[config.mk]
export PLATFORM = sky130hd
export DESIGN_NAME = ramp_cmd
export DESIGN_NICKNAME = d
export VERILOG_FILES = /design/src/hw/ramp_pkg.sv /design/src/hw/ramp_cmd.sv
export SDC_FILE = /design/constraint.sdc
export NUM_CORES = 1
export LEC_CHECK = 0
export BUFFER_PORTS_ARGS = -buffer_cell sky130_fd_sc_hd__buf_2
export CAP_MARGIN = 10
export CORE_UTILIZATION = 30
export DETAILED_ROUTE_END_ITERATION = 7
export GPL_ROUTABILITY_DRIVEN = 0
export PLACE_DENSITY = 0.47
export SYNTH_ARGS = -nofsm -noshare
export SYNTH_HDL_FRONTEND = slang
export SYNTH_SLANG_ARGS = --single-unit
export TNS_END_PERCENT = 10
[constraint.sdc]
create_clock -name sys_clk -period 3.1 [get_ports sys_clk]
set_input_delay 0.31 -clock sys_clk [delete_from_list [all_inputs] [get_ports sys_clk]]
set_output_delay 0.31 -clock sys_clk [all_outputs]
set_load 0.01 [all_outputs]
[src/hw/ramp_pkg.sv]
// Purpose: Shared constants and types of the direct-command block
// Assumes: 32-bit APB, register byte address is four times the index
// Notes: Mode and rate encodings are local to this block
package ramp_pkg;
    // Register indices, byte address = index * 4
    localparam logic [7:0] IDX_OPERATION_CONTROL = 8'h02;
    localparam logic [7:0] IDX_MODE_DEFINITION = 8'h03;
    localparam logic [7:0] IDX_BIT_RATE_DEFINITION = 8'h04;
    localparam logic [7:0] IDX_TYPE_A_106K_SETTINGS = 8'h05;
    localparam logic [7:0] IDX_AUXILIARY_DEFINITION = 8'h09;
    localparam logic [7:0] IDX_RECEIVER_CONFIG_ONE = 8'h0a;
    localparam logic [7:0] IDX_RECEIVER_CONFIG_THREE = 8'h0c;
    localparam logic [7:0] IDX_DIRECT_COMMAND = 8'h20;
    localparam logic [7:0] IDX_ADC_OUTPUT = 8'h21;
    localparam logic [7:0] IDX_COMMAND_STATUS = 8'h22;

    // Reset values
    localparam logic [7:0] RST_REG = 8'h00;

    // Operation control fields
    localparam int OPC_OSC_EN = 7;
    localparam int OPC_RX_EN = 6;
    localparam int OPC_RX_SINGLE_CHANNEL = 5;
    localparam int OPC_TX_EN = 3;
    // Type A settings field
    localparam int TAS_SYNC_LENGTH_FRAMING = 5;
    // Auxiliary definition fields
    localparam int AUX_TRANSMIT_MODULATION_AM = 5;
    localparam int AUX_PEER_FIELD_DETECT_ON = 4;
    // Receiver config one fields
    localparam int RC1_CHANNEL_SELECT = 7;
    localparam int RC1_DEMOD_MIXER = 6;
    localparam int RC1_LOWPASS_LSB = 3;
    localparam int RC1_ZERO_SET_LSB = 0;
    // Receiver config three fields
    localparam int RC3_STAGE_CLIP = 1;
    localparam int RC3_FORCED_GAIN_REDUCTION = 0;
    // Mode definition fields: target flag and operating mode
    localparam int MOD_TARGET = 7;
    localparam int MOD_OM_LSB = 3;

    typedef enum logic [3:0] {
        OM_PEER_ACTIVE = 4'h0,
        OM_TYPE_A = 4'h1,
        OM_TYPE_B = 4'h2,
        OM_TYPE_F = 4'h3,
        OM_SUBCARRIER_STREAM = 4'he,
        OM_BPSK_STREAM = 4'hf
    } ramp_mode_type;

    // Bit rate codes, fc/128 .. fc/4
    localparam logic [3:0] RATE_106K = 4'h0;
    localparam logic [3:0] RATE_212K = 4'h1;
    localparam logic [3:0] RATE_424K = 4'h2;
    localparam logic [3:0] RATE_848K = 4'h3;
    localparam logic [3:0] RATE_FC8 = 4'h4;
    localparam logic [3:0] RATE_FC4 = 4'h5;

    typedef enum logic [7:0] {
        CMD_ANALOG_PRESET = 8'hcc,
        CMD_MASK_RX = 8'hd0,
        CMD_UNMASK_RX = 8'hd1,
        CMD_MEASURE_AMPLITUDE = 8'hd3
    } ramp_cmd_type;

    // Status fields
    localparam int STA_MEASURE_BUSY = 0;
    localparam int STA_MEASURE_DONE = 1;
    localparam int STA_RX_MASKED = 2;

    // Amplitude result: 13.02 mVpp per LSB, 3 Vpp gives this code
    localparam logic [7:0] AMP_FULL_SCALE_CODE = 8'he6;

    // Timing
    localparam int CLK_FREQ_HZ = 10_000_000;
    localparam int MEASURE_TIME_US = 25;
    localparam int MEASURE_CYCLES = (MEASURE_TIME_US * (CLK_FREQ_HZ / 1_000_000) < 1) ? 1 :
        MEASURE_TIME_US * (CLK_FREQ_HZ / 1_000_000);
    localparam logic [8:0] MEASURE_LAST = 9'(MEASURE_CYCLES - 1);

    // Analog controls driven during a measurement
    typedef struct packed {
        logic tx_drive_on;
        logic amp_detector_on;
        logic adc_route_amplitude;
        logic adc_absolute_mode;
    } ramp_meas_ctl_type;
endpackage

[src/hw/ramp_cmd.sv]
// Purpose: Direct commands for analog preset, receive masking and amplitude measure
// Assumes: APB slave, pready answered in first access cycle, one 10 MHz clock
// Notes: Rules carried out by the logic below
// What this block does
// - Preset loads config from mode and bit rate; skipped in stream modes.
// - Active peer preset sets the single receive channel bit.
// - Target or active initiator preset clears transmitter enable.
// - Active peer preset sets the sync/length framing bit.
// - Preset picks OOK for Type A and peer 106k, AM otherwise.
// - Peer field detector enabled only for active peer mode.
// - Peer clears channel select; demodulator is mixer above fc/16.
// - Preset loads lowpass and zero-setting bits from mode and rate.
// - Stage clipping set only for active peer mode.
// - Forced gain reduction set only for active peer mode.
// - Mask command forces receiver active low and stops framing.
// - Effective masking is command mask OR mask timer running.
// - Unmask command drives receiver active high, framing enabled.
// - Unmask while mask timer runs enables at once and resets timer.
// - Mask and unmask accepted only with receiver enabled.
// - Mask and unmask may be chained and raise no completion interrupt.
// - Measure enables TX and detector, routes to ADC absolute, stores result.
// - Result is 13.02 mVpp per LSB, 3 Vpp gives code E6h.
// - Measurement completes within 25 microseconds.
// - Measure accepted only with oscillator enabled and stable.
// - No command chained after measure; done interrupt raised at end.
//
// The implementer's own choice: register access over APB.
`timescale 1ns/1ns
`default_nettype none
module ramp_cmd
(
    input wire logic sys_clk,
    input wire logic reset_n,
    input wire logic psel,
    input wire logic penable,
    input wire logic pwrite,
    input wire logic [11:0] paddr,
    input wire logic [31:0] pwdata,
    input wire logic [3:0] pstrb,
    output logic [31:0] prdata,
    output logic pready,
    output logic pslverr,
    input wire logic osc_stable,
    input wire logic mask_timer_running,
    input wire logic [7:0] adc_amplitude_code,
    output logic mask_timer_reset,
    output logic rx_on,
    output logic rx_framing_en,
    output logic tx_en,
    output ramp_pkg::ramp_meas_ctl_type meas_ctl,
    output logic measure_done_irq
);
    import ramp_pkg::*;

    logic [7:0] opc_q;
    logic [7:0] mode_q;
    logic [7:0] rate_q;
    logic [7:0] tas_q;
    logic [7:0] aux_q;
    logic [7:0] rc1_q;
    logic [7:0] rc3_q;
    logic [7:0] adc_q;
    logic cmd_mask_q;
    logic meas_done_q;
    logic mask_reset_q;
    logic irq_q;
    logic [31:0] prdata_q;
    logic [8:0] meas_cnt_q;

    typedef enum logic {ST_IDLE, ST_MEASURE} ramp_state_type;
    ramp_state_type state_q;

    logic wr_en;
    logic rd_setup;
    logic addr_ok;
    logic [7:0] idx;
    logic [7:0] wbyte;
    logic cmd_wr;
    logic osc_ok;
    logic accept_preset;
    logic accept_mask;
    logic accept_unmask;
    logic accept_measure;
    ramp_mode_type om;
    logic is_peer;
    logic is_target;
    logic [3:0] tx_rate;
    logic [3:0] rx_rate;
    logic rx_masked;
    logic is_preset_code;
    logic is_mask_code;
    logic is_unmask_code;
    logic is_measure_code;

    // Lowpass and zero-setting pattern per receive rate and mode
    function automatic logic [5:0] filter_sel(input ramp_mode_type m, input logic [3:0] r);
        logic [5:0] f;
        f = 6'b000_000;
        case (r)
            RATE_106K: f = (m == OM_TYPE_B) ? 6'b000_100 : 6'b000_000;
            RATE_212K: f = 6'b000_010;
            RATE_424K: f = 6'b010_010;
            RATE_848K: f = 6'b100_001;
            RATE_FC8: f = 6'b101_001;
            RATE_FC4: f = 6'b110_001;
            default: f = 6'b000_000;
        endcase
        return f;
    endfunction

    // Register index from byte address, aligned words only
    function automatic logic [7:0] addr_index(input logic [11:0] a);
        return a[9:2];
    endfunction

    // Only the listed word indices are mapped
    function automatic logic idx_mapped(input logic [7:0] i);
        logic m;
        m = 1'b0;
        case (i)
            IDX_OPERATION_CONTROL: m = 1'b1;
            IDX_MODE_DEFINITION: m = 1'b1;
            IDX_BIT_RATE_DEFINITION: m = 1'b1;
            IDX_TYPE_A_106K_SETTINGS: m = 1'b1;
            IDX_AUXILIARY_DEFINITION: m = 1'b1;
            IDX_RECEIVER_CONFIG_ONE: m = 1'b1;
            IDX_RECEIVER_CONFIG_THREE: m = 1'b1;
            IDX_DIRECT_COMMAND: m = 1'b1;
            IDX_ADC_OUTPUT: m = 1'b1;
            IDX_COMMAND_STATUS: m = 1'b1;
            default: m = 1'b0;
        endcase
        return m;
    endfunction

    // Word index decode, zero wait states
    assign idx = addr_index(paddr);
    assign addr_ok = (paddr[1:0] == 2'b00) && (paddr[11:10] == 2'b00) && idx_mapped(idx);
    assign pready = penable;
    assign pslverr = psel && penable && !addr_ok;
    assign prdata = prdata_q;
    assign wr_en = psel && penable && pwrite && addr_ok && pstrb[0];
    assign rd_setup = psel && !penable && !pwrite;
    assign wbyte = pwdata[7:0];
    assign cmd_wr = wr_en && (idx == IDX_DIRECT_COMMAND);

    assign om = ramp_mode_type'(mode_q[MOD_OM_LSB +: 4]);
    assign is_target = mode_q[MOD_TARGET];
    assign is_peer = (om == OM_PEER_ACTIVE);
    assign tx_rate = rate_q[7:4];
    assign rx_rate = rate_q[3:0];
    assign osc_ok = opc_q[OPC_OSC_EN] && osc_stable;

    // Command code decode
    always_comb
    begin
        is_preset_code = 1'b0;
        is_mask_code = 1'b0;
        is_unmask_code = 1'b0;
        is_measure_code = 1'b0;
        case (wbyte)
            CMD_ANALOG_PRESET: is_preset_code = 1'b1;
            CMD_MASK_RX: is_mask_code = 1'b1;
            CMD_UNMASK_RX: is_unmask_code = 1'b1;
            CMD_MEASURE_AMPLITUDE: is_measure_code = 1'b1;
            default: is_preset_code = 1'b0;
        endcase
    end

    // A running measurement blocks every other command
    assign accept_preset = cmd_wr && is_preset_code && (state_q == ST_IDLE)
        && (om != OM_SUBCARRIER_STREAM) && (om != OM_BPSK_STREAM);
    assign accept_mask = cmd_wr && is_mask_code && (state_q == ST_IDLE)
        && opc_q[OPC_RX_EN];
    assign accept_unmask = cmd_wr && is_unmask_code && (state_q == ST_IDLE)
        && opc_q[OPC_RX_EN];
    assign accept_measure = cmd_wr && is_measure_code
        && (state_q == ST_IDLE) && osc_ok;

    // Read data captured in the setup phase
    always_ff @(posedge sys_clk or negedge reset_n)
    begin
        if (!reset_n)
        begin
            prdata_q <= 32'h0000_0000;
        end
        else if (rd_setup)
        begin
            case (idx)
                IDX_OPERATION_CONTROL: prdata_q <= {24'h00_0000, opc_q};
                IDX_MODE_DEFINITION: prdata_q <= {24'h00_0000, mode_q};
                IDX_BIT_RATE_DEFINITION: prdata_q <= {24'h00_0000, rate_q};
                IDX_TYPE_A_106K_SETTINGS: prdata_q <= {24'h00_0000, tas_q};
                IDX_AUXILIARY_DEFINITION: prdata_q <= {24'h00_0000, aux_q};
                IDX_RECEIVER_CONFIG_ONE: prdata_q <= {24'h00_0000, rc1_q};
                IDX_RECEIVER_CONFIG_THREE: prdata_q <= {24'h00_0000, rc3_q};
                IDX_ADC_OUTPUT: prdata_q <= {24'h00_0000, adc_q};
                IDX_COMMAND_STATUS: prdata_q <= {29'h0000_0000, rx_masked, meas_done_q,
                    (state_q == ST_MEASURE)};
                default: prdata_q <= 32'h0000_0000;
            endcase
        end
    end

    // Operation control: software writes, preset edits channel and TX bits
    always_ff @(posedge sys_clk or negedge reset_n)
    begin
        if (!reset_n)
        begin
            opc_q <= RST_REG;
        end
        else if (wr_en && idx == IDX_OPERATION_CONTROL)
        begin
            opc_q <= wbyte;
        end
        else if (accept_preset)
        begin
            if (is_peer)
            begin
                opc_q[OPC_RX_SINGLE_CHANNEL] <= 1'b1;
            end
            if (is_target || is_peer)
            begin
                opc_q[OPC_TX_EN] <= 1'b0;
            end
        end
    end

    // Mode and bit rate definitions
    always_ff @(posedge sys_clk or negedge reset_n)
    begin
        if (!reset_n)
        begin
            mode_q <= RST_REG;
            rate_q <= RST_REG;
        end
        else if (wr_en)
        begin
            if (idx == IDX_MODE_DEFINITION)
            begin
                mode_q <= wbyte;
            end
            if (idx == IDX_BIT_RATE_DEFINITION)
            begin
                rate_q <= wbyte;
            end
        end
    end

    // Preset-loaded configuration registers
    always_ff @(posedge sys_clk or negedge reset_n)
    begin
        if (!reset_n)
        begin
            tas_q <= RST_REG;
            aux_q <= RST_REG;
            rc1_q <= RST_REG;
            rc3_q <= RST_REG;
        end
        else if (accept_preset)
        begin
            if (is_peer)
            begin
                tas_q[TAS_SYNC_LENGTH_FRAMING] <= 1'b1;
                rc1_q[RC1_CHANNEL_SELECT] <= 1'b0;
            end
            aux_q[AUX_TRANSMIT_MODULATION_AM] <= !((om == OM_TYPE_A) ||
                (is_peer && tx_rate == RATE_106K));
            aux_q[AUX_PEER_FIELD_DETECT_ON] <= is_peer;
            rc1_q[RC1_DEMOD_MIXER] <= (rx_rate == RATE_FC8) || (rx_rate == RATE_FC4);
            {rc1_q[RC1_LOWPASS_LSB +: 3], rc1_q[RC1_ZERO_SET_LSB +: 3]} <=
                filter_sel(om, rx_rate);
            rc3_q[RC3_STAGE_CLIP] <= is_peer;
            rc3_q[RC3_FORCED_GAIN_REDUCTION] <= is_peer;
        end
        else if (wr_en)
        begin
            case (idx)
                IDX_TYPE_A_106K_SETTINGS: tas_q <= wbyte;
                IDX_AUXILIARY_DEFINITION: aux_q <= wbyte;
                IDX_RECEIVER_CONFIG_ONE: rc1_q <= wbyte;
                IDX_RECEIVER_CONFIG_THREE: rc3_q <= wbyte;
                default: tas_q <= tas_q;
            endcase
        end
    end

    // Command-driven receive mask, never signals completion
    always_ff @(posedge sys_clk or negedge reset_n)
    begin
        if (!reset_n)
        begin
            cmd_mask_q <= 1'b0;
            mask_reset_q <= 1'b0;
        end
        else
        begin
            mask_reset_q <= accept_unmask && mask_timer_running;
            if (accept_mask)
            begin
                cmd_mask_q <= 1'b1;
            end
            else if (accept_unmask)
            begin
                cmd_mask_q <= 1'b0;
            end
        end
    end

    // Timer state is ignored during the cycle its reset is pulsed
    assign rx_masked = cmd_mask_q || (mask_timer_running && !mask_reset_q);
    assign rx_on = opc_q[OPC_RX_EN] && !rx_masked;
    assign rx_framing_en = !rx_masked;
    assign mask_timer_reset = mask_reset_q;
    assign tx_en = opc_q[OPC_TX_EN] || (state_q == ST_MEASURE);

    // Analog controls follow the sequencer state
    always_comb
    begin
        meas_ctl.tx_drive_on = (state_q == ST_MEASURE);
        meas_ctl.amp_detector_on = (state_q == ST_MEASURE);
        meas_ctl.adc_route_amplitude = (state_q == ST_MEASURE);
        meas_ctl.adc_absolute_mode = (state_q == ST_MEASURE);
    end

    // Amplitude measurement sequencer
    always_ff @(posedge sys_clk or negedge reset_n)
    begin
        if (!reset_n)
        begin
            state_q <= ST_IDLE;
            meas_cnt_q <= 9'h000;
            adc_q <= RST_REG;
            meas_done_q <= 1'b0;
            irq_q <= 1'b0;
        end
        else
        begin
            irq_q <= 1'b0;
            case (state_q)
                ST_IDLE:
                begin
                    if (accept_measure)
                    begin
                        state_q <= ST_MEASURE;
                        meas_cnt_q <= 9'h000;
                        meas_done_q <= 1'b0;
                    end
                end
                ST_MEASURE:
                begin
                    if (meas_cnt_q == MEASURE_LAST)
                    begin
                        state_q <= ST_IDLE;
                        // Inputs above 3 Vpp saturate at full scale
                        adc_q <= (adc_amplitude_code > AMP_FULL_SCALE_CODE) ?
                            AMP_FULL_SCALE_CODE : adc_amplitude_code;
                        meas_done_q <= 1'b1;
                        irq_q <= 1'b1;
                    end
                    else
                    begin
                        meas_cnt_q <= meas_cnt_q + 9'h001;
                    end
                end
                default: state_q <= ST_IDLE;
            endcase
        end
    end

    assign measure_done_irq = irq_q;
endmodule // ramp_cmd
`default_nettype wire

Word level (Yosys, flattened, before mapping)
Cells that the tools add are included.
{"block": "classes", "n_addsub": 1, "n_mul": 0, "n_div": 0, "magnitude_cmp": 1, "n_eq_ne": 28, "shift": 0, "muxes": 41, "bitwise": 2, "n_reduce_logical": 70}
{"op": "8-bit case mux with 9 select lines", "n": 1}
{"op": "6-bit case mux with 6 select lines", "n": 1}
{"op": "8-bit equality test, second input constant", "n": 4}
{"op": "8-bit two-way mux", "n": 4}
{"op": "1-bit logical AND", "n": 29}
{"op": "8-bit by 4-bit equality test with 1-bit output, second input constant", "n": 3}
{"op": "8-bit by 6-bit equality test with 1-bit output, second input constant", "n": 3}
{"op": "6-bit two-way mux", "n": 4}
{"op": "1-bit two-way mux", "n": 21}
{"op": "2-bit AND reduction", "n": 10}
{"op": "9-bit two-way mux", "n": 2}
{"op": "9-bit case mux with 2 select lines", "n": 1}
{"op": "2-bit nonzero test", "n": 9}
{"op": "8-bit by 2-bit equality test with 1-bit output, second input constant", "n": 2}
{"op": "8-bit by 3-bit equality test with 1-bit output, second input constant", "n": 2}
{"op": "3-bit AND reduction", "n": 5}
{"op": "4-bit by 2-bit equality test with 1-bit output, second input constant", "n": 3}
{"op": "4-bit zero test", "n": 3}
{"op": "10-bit OR reduction", "n": 1}
{"op": "9-bit by 1-bit adder with 9-bit output, second input constant", "n": 1}
{"op": "9-bit by 8-bit equality test with 1-bit output, second input constant", "n": 1}
{"op": "4-bit by 1-bit equality test with 1-bit output, second input constant", "n": 2}
{"op": "4-bit by 3-bit equality test with 1-bit output, second input constant", "n": 2}
{"op": "8-bit greater-than comparator, second input constant", "n": 1}
{"op": "other kinds (10)", "n": 28}
{"block": "totals", "regBits": 110, "latchBits": 0, "ram_bits": 0, "mem_bits_ro": 0, "output_inout_bits": 43, "elab_cells": 164, "n_memories": 0}

Longest topological paths before layout
Gate-level depths: netlist (run 1).
{"block": "logic_depth", "depth_word": 13, "mapped_depth": 9}

Worst setup path before layout (run 1)
No wires, ideal clock.
{"block": "synth_path", "path_type": "in2reg", "from": "input paddr[1]", "to": "register rc1_q[2]", "t_arrival_ns": 2.137, "required_ns": 2.976, "setup_slack_ns": 0.839, "stages": 7, "cell_sequence": "or4_4 or2_1 buf_6 or3_4 buf_6 and3_4 a211o_1"}
{"block": "synth_via", "elab_chain_len": 12, "elab_cells_between_ends": 14}
{"element": "start, declared", "line_no": "ramp_cmd.sv:37", "source": "input wire logic [11:0] paddr,"}
{"element": "2-bit zero test (*)", "line_no": "ramp_cmd.sv:138", "source": "assign addr_ok = (paddr[1:0] == 2'b00) && (paddr[11:10] == 2'b00) && idx_mapped(idx);"}
{"element": "1-bit logical AND (*) (2 in a row)", "line_no": "ramp_cmd.sv:138"}
{"element": "1-bit logical AND (*) (2 in a row)", "line_no": "ramp_cmd.sv:142", "source": "assign wr_en = psel && penable && pwrite && addr_ok && pstrb[0];"}
{"element": "1-bit logical AND", "line_no": "ramp_cmd.sv:145", "source": "assign cmd_wr = wr_en && (idx == IDX_DIRECT_COMMAND);"}
{"element": "1-bit logical AND (2 in a row)", "line_no": "ramp_cmd.sv:171", "source": "assign accept_preset = cmd_wr && is_preset_code && (state_q == ST_IDLE)"}
{"element": "1-bit logical AND (2 in a row)", "line_no": "ramp_cmd.sv:172", "source": "&& (om != OM_SUBCARRIER_STREAM) && (om != OM_BPSK_STREAM);"}
{"element": "2-bit nonzero test (no line)"}
{"element": "2-bit AND reduction (no line)"}
{"element": "end signal, assigned by index", "line_no": "ramp_cmd.sv:270", "source": "rc1_q[RC1_DEMOD_MIXER] <= (rx_rate == RATE_FC8) || (rx_rate == RATE_FC4);"}
{"element": "end signal, assigned by index", "line_no": "ramp_cmd.sv:271", "source": "{rc1_q[RC1_LOWPASS_LSB +: 3], rc1_q[RC1_ZERO_SET_LSB +: 3]} <="}
{"element": "end signal, assigned", "line_no": "ramp_cmd.sv:281", "source": "IDX_RECEIVER_CONFIG_ONE: rc1_q <= wbyte;"}
{"element": "end, declared", "line_no": "ramp_cmd.sv:60", "source": "logic [7:0] rc1_q;"}
Every way passes the cells marked *; elsewhere a longest branch is shown, timed or not.
A chain may end at the register's enable or synchronous reset.

Worst setup path in the final report (run 1)
{"block": "layout_path", "from": "input paddr[5]", "to": "output pslverr"}
{"block": "layout_via", "elab_chain_len": 6, "elab_cells_between_ends": 15}
{"element": "8-bit by 6-bit equality test with 1-bit output (tied with other cells)", "line_no": "ramp_cmd.sv:120", "source": "case (i)"}
{"element": "10-bit OR reduction (no line) (*)"}
{"element": "1-bit two-way mux (*)", "line_no": "ramp_cmd.sv:120"}
{"element": "1-bit logical AND (*)", "line_no": "ramp_cmd.sv:138"}
{"element": "1-bit zero test (*)", "line_no": "ramp_cmd.sv:140", "source": "assign pslverr = psel && penable && !addr_ok;"}
{"element": "1-bit logical AND (*)", "line_no": "ramp_cmd.sv:140"}
{"element": "end, declared", "line_no": "ramp_cmd.sv:42", "source": "output logic pslverr,"}
Marked as above.

==> impl_metrics.ini, run 1 <==
[detailed_routing]
num_vias = 3896
dr.pass1.iters = 5
wl_per_cell_um = 18.6
antenna_left = 0
via_per_inst = 5.14
routed_wirelength_mm = 14.1
route.detailed.drc = 0
drt_iter0_markers = 285

[global_route]
overflow = 0
grt_max_degree = 56
antenna_found_initial = 0
grt_pass1_vias = 3804
grt_first_pass_wirelength_mm = 22.1
globalRouteTotalUtil = 0.184

[sta]
slew_headroom = 0.394
hold_viol_final = 0
fmax_mhz = 424
rsz0062_at_grt = false
fin_crit_sh = 0.760
tns_ps = 0
finalWorstSetupSlack_ps = 744
slew_violations = 0
setup_viol = 0
skew_ps = 7.76
final.min_clock_period_ps = 2360
tightest_slew_ps = 908

[final_layout]
layout_common_cells = dfrtp_1 (86), nand2_1 (70), buf_2 (53)
num_antenna_cells = 0
syn2layout_area_growth_pct = 15.9
final_common_cell = dfrtp_1
nets = 607
drive_gt1_frac = 0.236

[clocking]
clock_latency_ps = 350
cts_setup_buffers = 0
cts_resized = 0
clock_path_buffers = 2
cts.clk_slew.worst_paths_ps = 70
clock-sinks = 86
clockRootBuffer = clkbuf_16
cts_buffers = 9
cts_tree = built
hold_buffers = 0
htree_levels = 3

[synthesis]
ys_seq_area_frac = 0.457
syn_area_mm2 = 0.00471
ys_types = 66
synth_flop_cell = dfrtp_1
async_flop_share = 1.00
synth_edf_count = 0
synth_area_leader_cell = dfrtp_1
yosys_warnings = 0
synth.top_cell.area_share = 0.457
synth-seq-cells = 86
avgSynthCellArea_um2 = 9.53
synth_area_leaders = dfrtp_1 (46%), mux2_2 (6.7%), nand2_1 (5.6%), buf_4 (4.6%), nand3_1 (2.9%)
synthCells = 494

[worst_setup_path]
required_ps = 2790
rr_startpoint = state_q$_DFF_PN0_
critPathArrivalTime_ps = 2050
cp-startpoint = paddr[5]
worst_setup_path_end_kind = output port
crit_fanout = 19
path_class = primary input to output port
critPathLaunchType = primary input

[die]
die_area_mm2 = 0.0162
die_h_um = 127
num_rows = 45
start_util = 0.308
io_pins = 106
die_w_um = 127
core_area_mm2 = 0.0153

[pwr]
intPower_mw = 1.89
p_clk_frac = 0.482
total_power_mw = 2.46
power_density_mw_per_mm2 = 451
irDropWorstVdd_mv = 0.315
power.switching_uw = 568
seq_power_share = 0.456
p_sw_frac = 0.231
leakagePower_nw = 2.50
combPwrFrac = 0.062

[job]
drv_cap = 0

[placement]
port_buffers = 54
pre_cts_slack_ps = 677
hpwlAfterDp_mm = 10.5

[min_path]
hold_class = primary input to async pin

[run_status]
status = completed
[logic make-up (layout without fill, tap and decap cells)]
logic type,after synthesis,in the layout,synth area share
XOR/XNOR,9,9,0.0167
multiplexers,40,40,0.0925
buffers and inverters,74,104,0.0872
other,1,24,0.000797
AO/OA/AOI/OAI,90,90,0.134
adder cells (fa/ha/maj),2,2,0.00532
AND/OR/NAND/NOR,192,192,0.207
flip-flops,86,86,0.457
[cells in the mapped netlist, types with 4 or more instances]
library cell	n
dfrtp_1	86
nand2_1	70
buf_4	29
mux2_2	28
nand3_1	27
nor2_1	27
o21ai_0	26
clkbuf_1	22
a21oi_1	12
inv_1	12
mux2i_1	12
nor4_1	12
a22oi_1	11
nand4_1	9
nor2b_1	7
nor3_1	7
xnor2_1	6
a32oi_1	5
buf_2	5
a22o_1	4
and2_1	4
and3_1	4
nand2b_1	4
nand3b_1	4
[metal layers]
metal / global-route usage / vias up / wire (µm)
li1: - / 1819 / -
met4: 0.0581 / 0 / 267
met1: 0.249 / 1929 / 6440
met3: 0.0461 / 16 / 866
met5: 0 / - / 0
met2: 0.289 / 132 / 6510
[layout make-up]
type,instances,area [µm²]
Sequential cell,86,2150
Clock buffer,11,243
Clock inverter,5,81.3
Inverter,12,45.0
Tap cell,211,264
Fill cell,1533,9800
Multi-Input combinational cell,357,2230
Timing Repair Buffer,76,438
[registers in the layout, indices dropped and copies added (netlist names), 8 cells and up]
signal,count
meas_cnt_q,9
adc_q,8
aux_q,8
mode_q,8
opc_q,8
prdata,8
rate_q,8
rc1_q,8
rc3_q,8
tas_q,8
[critical path: stages]
cell	delay, ps
buf_2	380
nor2b_1	430
a22oi_1	160
nor2_1	140
a31oi_1	70
o311a_2	410
buf_2	140
[per-stage QoR]
| step | hold WS (ps) | utilization | area, µm² | instances |
|---|---|---|---|---|
| floorplan | 14.4 | - | 4790 | 517 |
| global route | 73.1 | 0.357 | 5450 | 758 |
| detailed placement | 421 | 0.336 | 5130 | 742 |
| finish | 18.2 | 0.357 | 5450 | 758 |
| global placement | 419 | 0.336 | 5130 | 742 |
| CTS | 45.2 | 0.357 | 5450 | 758 |
[power groups by stage]
stage	Clock (mW)	Sequential, mW	Combinational (mW)
final	1.19	1.12	0.153
after floorplan	0	1.14	0.0905
after CTS	1.22	1.12	0.154
after global placement	0	1.14	0.153
after detailed placement	0	1.14	0.153
after global routing	1.26	1.12	0.169
[path summary, 6_finish.rpt]
path / endpoint / slack, ps / cells after the start
max: pslverr / 740 / 7
min: rate_q[1]$_DFFE_PN0P_ / 20 / 1
max reg2reg: rc1_q[4]$_DFFE_PN0P_ / 900 / 6
min reg2reg: adc_q[5]$_DFFE_PN0P_ / 480 / 2
max in group asynchronous: adc_q[6]$_DFFE_PN0P_ / 2350 / 2
min in group sys_clk: adc_q[7]$_DFFE_PN0P_ / 180 / 3
No activity file was read; power rests on OpenSTA's default activity.
==> run 2: changes to the inputs <==
--- a/config.mk
+++ b/config.mk
@@ -5,12 +5,13 @@
 export SDC_FILE = /design/constraint.sdc
 export NUM_CORES = 1
 export LEC_CHECK = 0
+export ABC_AREA = 1
 export BUFFER_PORTS_ARGS = -buffer_cell sky130_fd_sc_hd__buf_2
 export CAP_MARGIN = 10
 export CORE_UTILIZATION = 30
 export DETAILED_ROUTE_END_ITERATION = 7
 export GPL_ROUTABILITY_DRIVEN = 0
-export PLACE_DENSITY = 0.47
+export PLACE_DENSITY = 0.49
 export SYNTH_ARGS = -nofsm -noshare
 export SYNTH_HDL_FRONTEND = slang
 export SYNTH_SLANG_ARGS = --single-unit
==> constraint.sdc (replaced) <==
create_clock -name sys_clk -period 1.95 [get_ports sys_clk]
set_input_delay 0.195 -clock sys_clk [delete_from_list [all_inputs] [get_ports sys_clk]]
set_output_delay 0.195 -clock sys_clk [all_outputs]
set_load 0.01 [all_outputs]
==> run 2 against run 1 <==
Compared with the run above:
- via count rose by 8.6%
- die area rose by 2.7%
- setup slack got worse by 500 ps
- global-route usage fell by 0.058 points
- final cell count rose by 19%
- critical path depth rose by 3
- register-to-register slack got worse by 650 ps
- area after synthesis rose by 2.7%
- routed wire length fell by 1.8%
- largest cell class unchanged
- largest power group unchanged
==> impl_metrics.ini, run 2 <==
[run_status]
status = completed

[synthesis]
yosys_warnings = 0
synthTopCellsByCount = nand2_1 (144), dfrtp_1 (86), inv_1 (59)
synth_flop_cell = dfrtp_1
synth-seq-cells = 86
synth.top_cell.area_share = 0.445
ys_seq_area_frac = 0.445
synth-simple-area-share = 0.273
synthAdderAreaFrac = 0.00517
ys_types = 51
synth-compound-area-share = 0.142
async_flop_share = 1.00
synthXorXnorAreaFrac = 0.0109
synthMuxAreaShare = 0.00233
syn_area_mm2 = 0.00484
avgSynthCellArea_um2 = 8.21
synth_edf_count = 0
synthCells = 589
synth_top_family_by_area = simple AND/OR/NAND/NOR gates
yosysMostFrequentCell = nand2_1
synth_area_leader_cell = dfrtp_1
synth_area_leaders = dfrtp_1 (45%), nand2_1 (11%), inv_1 (4.6%), buf_4 (4.5%), nand3_1 (3.7%)

[die]
die_w_um = 129
die_area_mm2 = 0.0166
core_area_mm2 = 0.0158
start_util = 0.306
io_pins = 106
num_rows = 46
die_h_um = 129

[worst_setup_path]
required_ps = 2200
crit_chain = nand3_1 > nand4_1 > nor4_1 > inv_1 > nor2_4 > inv_1 > o21ai_0 > nand2_1 > nand2_1 > inv_1
critPathLaunchType = register
critPathBufInv = 3
cp_common_cell = inv_1
worst_setup_path_end_kind = register
critPathArrivalTime_ps = 1960
cpPeakStageDelay_ps = 440
crit_fanout = 6
crit_family = simple AND/OR/NAND/NOR gates
slowest_stage = dfrtp_1
path_class = register to register

[job]
drv_cap = 0

[min_path]
hold_class = primary input to register

[sta]
setup_viol = 0
fin_crit_sh = 0.874
skew_ps = 9.63
whs_ps = 53.4
hold_viol_final = 0
slew_violations = 0
tns_ps = 0
final.min_clock_period_ps = 1700
fmax_mhz = 587
rsz0062_at_grt = false

[final_layout]
largest_reg_flops = 9
drive_gt1_frac = 0.246
fin_area_mm2 = 0.00586
nets = 748
regMostFlops = meas_cnt_q
final_core_util = 0.370
instances_no_fill = 904
num_antenna_cells = 0
final_common_cell = nand2_1
syn2layout_area_growth_pct = 21.1
layout_common_cells = nand2_1 (144), dfrtp_1 (86), inv_1 (59)

[clocking]
cts_tree = built
clock_path_buffers = 2
cts.clk_slew.worst_paths_ps = 70
clockRootBuffer = clkbuf_16
htree_levels = 3
clock_latency_ps = 350
clock-sinks = 86
cts_buffers = 9
cts_setup_buffers = 0

[global_route]
globalRouteTotalUtil = 0.183
antenna_found_initial = 0
grt_max_degree = 36
grt_first_pass_wirelength_mm = 22.7
overflow = 0
grt_pass1_vias = 4323

[detailed_routing]
num_vias = 4230
via_per_inst = 4.68
routed_wirelength_mm = 13.8
antenna_left = 0
drt_iter0_markers = 249
wl_per_cell_um = 15.3
route.detailed.drc = 0
dr.pass1.iters = 5

[placement]
port_buffers = 54
hpwlAfterDp_mm = 10.5
placed_cell_area_mm2 = 0.00549
numPlacedInstances = 887

[pwr]
power_density_mw_per_mm2 = 696
irDropWorstVdd_mv = 0.354
leakagePower_nw = 2.97
run 2: logic make-up (layout without fill, tap and decap cells):
family                   Yosys count  after routing
multiplexers                       1              1
flip-flops                        86             86
AND/OR/NAND/NOR                  282            282
adder cells (fa/ha/maj)            2              2
AO/OA/AOI/OAI                    104            104
XOR/XNOR                           6              6
other                              1             24
buffers and inverters            107            183
run 2: final timing paths:
path | to | startpoint | depth (start not counted) | slack (ps)
worst min-delay path | adc_q[6]$_DFFE_PN0P_ | adc_amplitude_code[6] | 3 | 50
min in group asynchronous | tas_q[4]$_DFFE_PN0P_ | reset_n | 2 | 350
worst max register to register | rc1_q[3]$_DFFE_PN0P_ | mode_q[6]$_DFFE_PN0P_ | 10 | 250
worst max-delay path | rc1_q[3]$_DFFE_PN0P_ | mode_q[6]$_DFFE_PN0P_ | 10 | 250
max in group asynchronous | opc_q[6]$_DFFE_PN0P_ | reset_n | 3 | 960
worst min register to register | rc3_q[7]$_DFFE_PN0P_ | rc3_q[7]$_DFFE_PN0P_ | 2 | 490
run 2: worst min-delay path: stages:
cell and delay (ps):
buf_2 90, nand2_1 50, nand2_1 40
run 2: cell type report:
| cell class | instances | area (µm²) |
|---|---|---|
| Fill cell | 1677 | 9970 |
| Multi-Input combinational cell | 419 | 2190 |
| Sequential cell | 86 | 2150 |
| Timing Repair Buffer | 99 | 638 |
| Tap cell | 216 | 270 |
| Inverter | 68 | 255 |
| Clock buffer | 10 | 239 |
| Clock inverter | 6 | 115 |
run 2: metal layers:
layer | vias up | wire [µm] | GRT usage
met2 | 159 | 6050 | 0.286
met5 | - | 0 | 0
li1 | 2073 | - | -
met4 | 0 | 376 | 0.0678
met3 | 31 | 832 | 0.0399
met1 | 1967 | 6580 | 0.249
run 2: metrics by stage:
| step | power (mW) | setup WS (ps) |
|---|---|---|
| detailed placement | 2.06 | -66.3 |
| floorplan | 1.95 | 315 |
| global placement | 2.06 | -90.9 |
| global route | 4.22 | 92.2 |
| CTS | 4.14 | 259 |
| finish | 4.08 | 245 |
run 2: timing repair:
action | in CTS | in global routing
endpoints found under the hold margin | 33 | 0
gates resized for setup | 0 | 0
hold buffers | 1 | 0
setup endpoints to repair | 0 | 0
run 2: power by group:
| part | internal [mW] | switching [mW] |
|---|---|---|
| logic | 0.0725 | 0.168 |
| registers | 1.79 | 0.00179 |
| clock network | 1.30 | 0.753 |
==> run 3: changes to the inputs <==
--- a/config.mk
+++ b/config.mk
@@ -11,7 +11,7 @@
 export CORE_UTILIZATION = 30
 export DETAILED_ROUTE_END_ITERATION = 7
 export GPL_ROUTABILITY_DRIVEN = 0
-export PLACE_DENSITY = 0.49
+export PLACE_DENSITY = 0.47
 export SYNTH_ARGS = -nofsm -noshare
 export SYNTH_HDL_FRONTEND = slang
 export SYNTH_SLANG_ARGS = --single-unit
==> constraint.sdc (replaced) <==
create_clock -name sys_clk -period 2 [get_ports sys_clk]
set_input_delay 0.2 -clock sys_clk [delete_from_list [all_inputs] [get_ports sys_clk]]
set_output_delay 0.2 -clock sys_clk [all_outputs]
set_load 0.01 [all_outputs]
==> run 3 against run 2 <==
Compared with the run above:
- global-route usage shrank 0.36 points
- hold slack better by 19 ps
- routed wire length up 0.51%
- clock skew is 3.9 ps lower
- final cell count down 1.0%
- combinational power fell by 5%
- critical path depth fell by 2
- non-clock buffer count fell by 8
- sequential power down 2%
- largest cell class unchanged
==> impl_metrics.ini, run 3 (same netlist as run 2, synthesis figures left out) <==
[run_status]
status = completed

[detailed_routing]
num_vias = 4212
dr.pass1.iters = 5
routed_wirelength_mm = 13.9
drt_iter0_markers = 265
antenna_left = 0
via_per_inst = 4.71
route.detailed.drc = 0
wl_per_cell_um = 15.5

[sta]
whs_ps = 72.5
slew_violations = 0
skew_ps = 5.71
fin_crit_sh = 0.869
final.min_clock_period_ps = 1740
fmax_mhz = 575
setup_viol = 0
rsz0062_at_grt = false
hold_viol_final = 0

[pwr]
total_power_mw = 3.66
seq_power_share = 0.477
irDropWorstVdd_mv = 0.369
p_clk_frac = 0.460
power.switching_uw = 856
leakagePower_nw = 2.90
combPwrFrac = 0.062
power_density_mw_per_mm2 = 638
intPower_mw = 2.80
p_sw_frac = 0.234

[worst_setup_path]
cpPeakStageDelay_ps = 450
ff2ff_path_depth = 8
rr_startpoint = mode_q[6]$_DFFE_PN0P_
r2r_slack_ps = 260
critPathLaunchType = register
cp_common_cell = nand3_1
endpoint = rc1_q[7]$_DFFE_PN0P_
crit_fanout = 6
cp-startpoint = mode_q[6]$_DFFE_PN0P_
slowest_stage = dfrtp_1
critPathBufInv = 1
worst_setup_path_end_kind = register
r2r_end = rc1_q[7]$_DFFE_PN0P_
path_depth = 8
critPathArrivalTime_ps = 1960
path_class = register to register
crit_chain = nand3_1 > nand4_1 > nor4_1 > inv_1 > nor2_4 > nand2_1 > nand3_1 > o21ai_0
required_ps = 2220
crit_family = simple AND/OR/NAND/NOR gates

[clocking]
clock-sinks = 86
cts_resized = 0
cts_tree = built
cts.clk_slew.worst_paths_ps = 60
clockRootBuffer = clkbuf_16
cts_buffers = 9
clock_latency_ps = 340
htree_levels = 3
clock_path_buffers = 2

[die]
core_area_mm2 = 0.0158
die_area_mm2 = 0.0166
die_h_um = 129
die_w_um = 129
num_rows = 46
start_util = 0.306
io_pins = 106

[final_layout]
largest_reg_flops = 9
final_common_cell = nand2_1
syn2layout_area_growth_pct = 18.6
num_antenna_cells = 0
regMostFlops = meas_cnt_q
layout_common_cells = nand2_1 (144), dfrtp_1 (86), inv_1 (59)
drive_gt1_frac = 0.234
nets = 740

[placement]
hpwlAfterDp_mm = 10.6
port_buffers = 54

[global_route]
globalRouteTotalUtil = 0.180
grt_max_degree = 35
grt_first_pass_wirelength_mm = 22.1
grt_pass1_vias = 4149
antenna_found_initial = 0
overflow = 0

[min_path]
hold_class = primary input to register

[job]
drv_cap = 0
-- run 3: cell types whose count changed in the layout (fill, tap and decap cells not counted), sizes merged --
cell and delta:
buf -8, bufinv -2, clkinv +2, inv -2, clkbuf +1
-- run 3: stage by stage --
stage          setup WS (ps)  utilization  TNS (ps)  area, µm²  std cells
2_1_floorplan            360            -         0       4920        612
3_3_place_gp           -7.45        0.343     -7.45       5430        879
3_5_place_dp           -77.9        0.343      -306       5430        879
4_1_cts                  294        0.362         0       5730        895
5_1_grt                 99.0        0.362         0       5730        895
6_report                 261        0.362         0       5730        895
-- run 3: how the worst min path moves through the flow --
stage                           from                    end  slack, ps  depth (start not counted)
2_1_floorplan                reset_n   adc_q[0]$_DFFE_PN0P_       -100                          0
3_3_place_gp                 reset_n  rate_q[0]$_DFFE_PN0P_        160                          1
3_5_place_dp                 reset_n  mode_q[6]$_DFFE_PN0P_        170                          1
4_1_cts        adc_amplitude_code[5]   adc_q[5]$_DFFE_PN0P_         60                          3
5_1_grt        adc_amplitude_code[6]   adc_q[6]$_DFFE_PN0P_         80                          3
6_report       adc_amplitude_code[7]   adc_q[7]$_DFFE_PN0P_         70                          3
-- run 3: power by group through the flow --
stage	Sequential, mW	Combinational (mW)	Clock [mW]
floorplan	1.78	0.126	0
global placement	1.78	0.224	0
detailed placement	1.78	0.228	0
CTS	1.75	0.230	1.72
global route	1.74	0.257	1.80
finish	1.75	0.228	1.68
-- run 3: worst reg2reg max path: stages (launching register included) --
cell and delay [ps]:
dfrtp_1 450, nand3_1 170, nand4_1 100, nor4_1 180
inv_1 110, nor2_4 160, nand2_1 230, nand3_1 140
o21ai_0 90
-- run 3: repair_timing --
| item | CTS | global route |
|---|---|---|
| hold endpoints to repair | 28 | 0 |
| setup buffers | 0 | 0 |
| hold buffers | 1 | 0 |
-- run 3: area by class of cell --
class,instances,area (µm²)
Fill cell,1694,10100
Multi-Input combinational cell,419,2190
Sequential cell,86,2150
Timing Repair Buffer,91,578
Tap cell,216,270
Inverter,68,255
Clock buffer,11,243
Clock inverter,4,47.5
-- run 3: layer usage --
metal,track usage,vias to the layer above,wire length (µm)
met5,0,-,0
met4,0.0588,0,274
li1,-,2058,-
met1,0.240,1977,6580
met3,0.0391,22,816
met2,0.289,155,6240
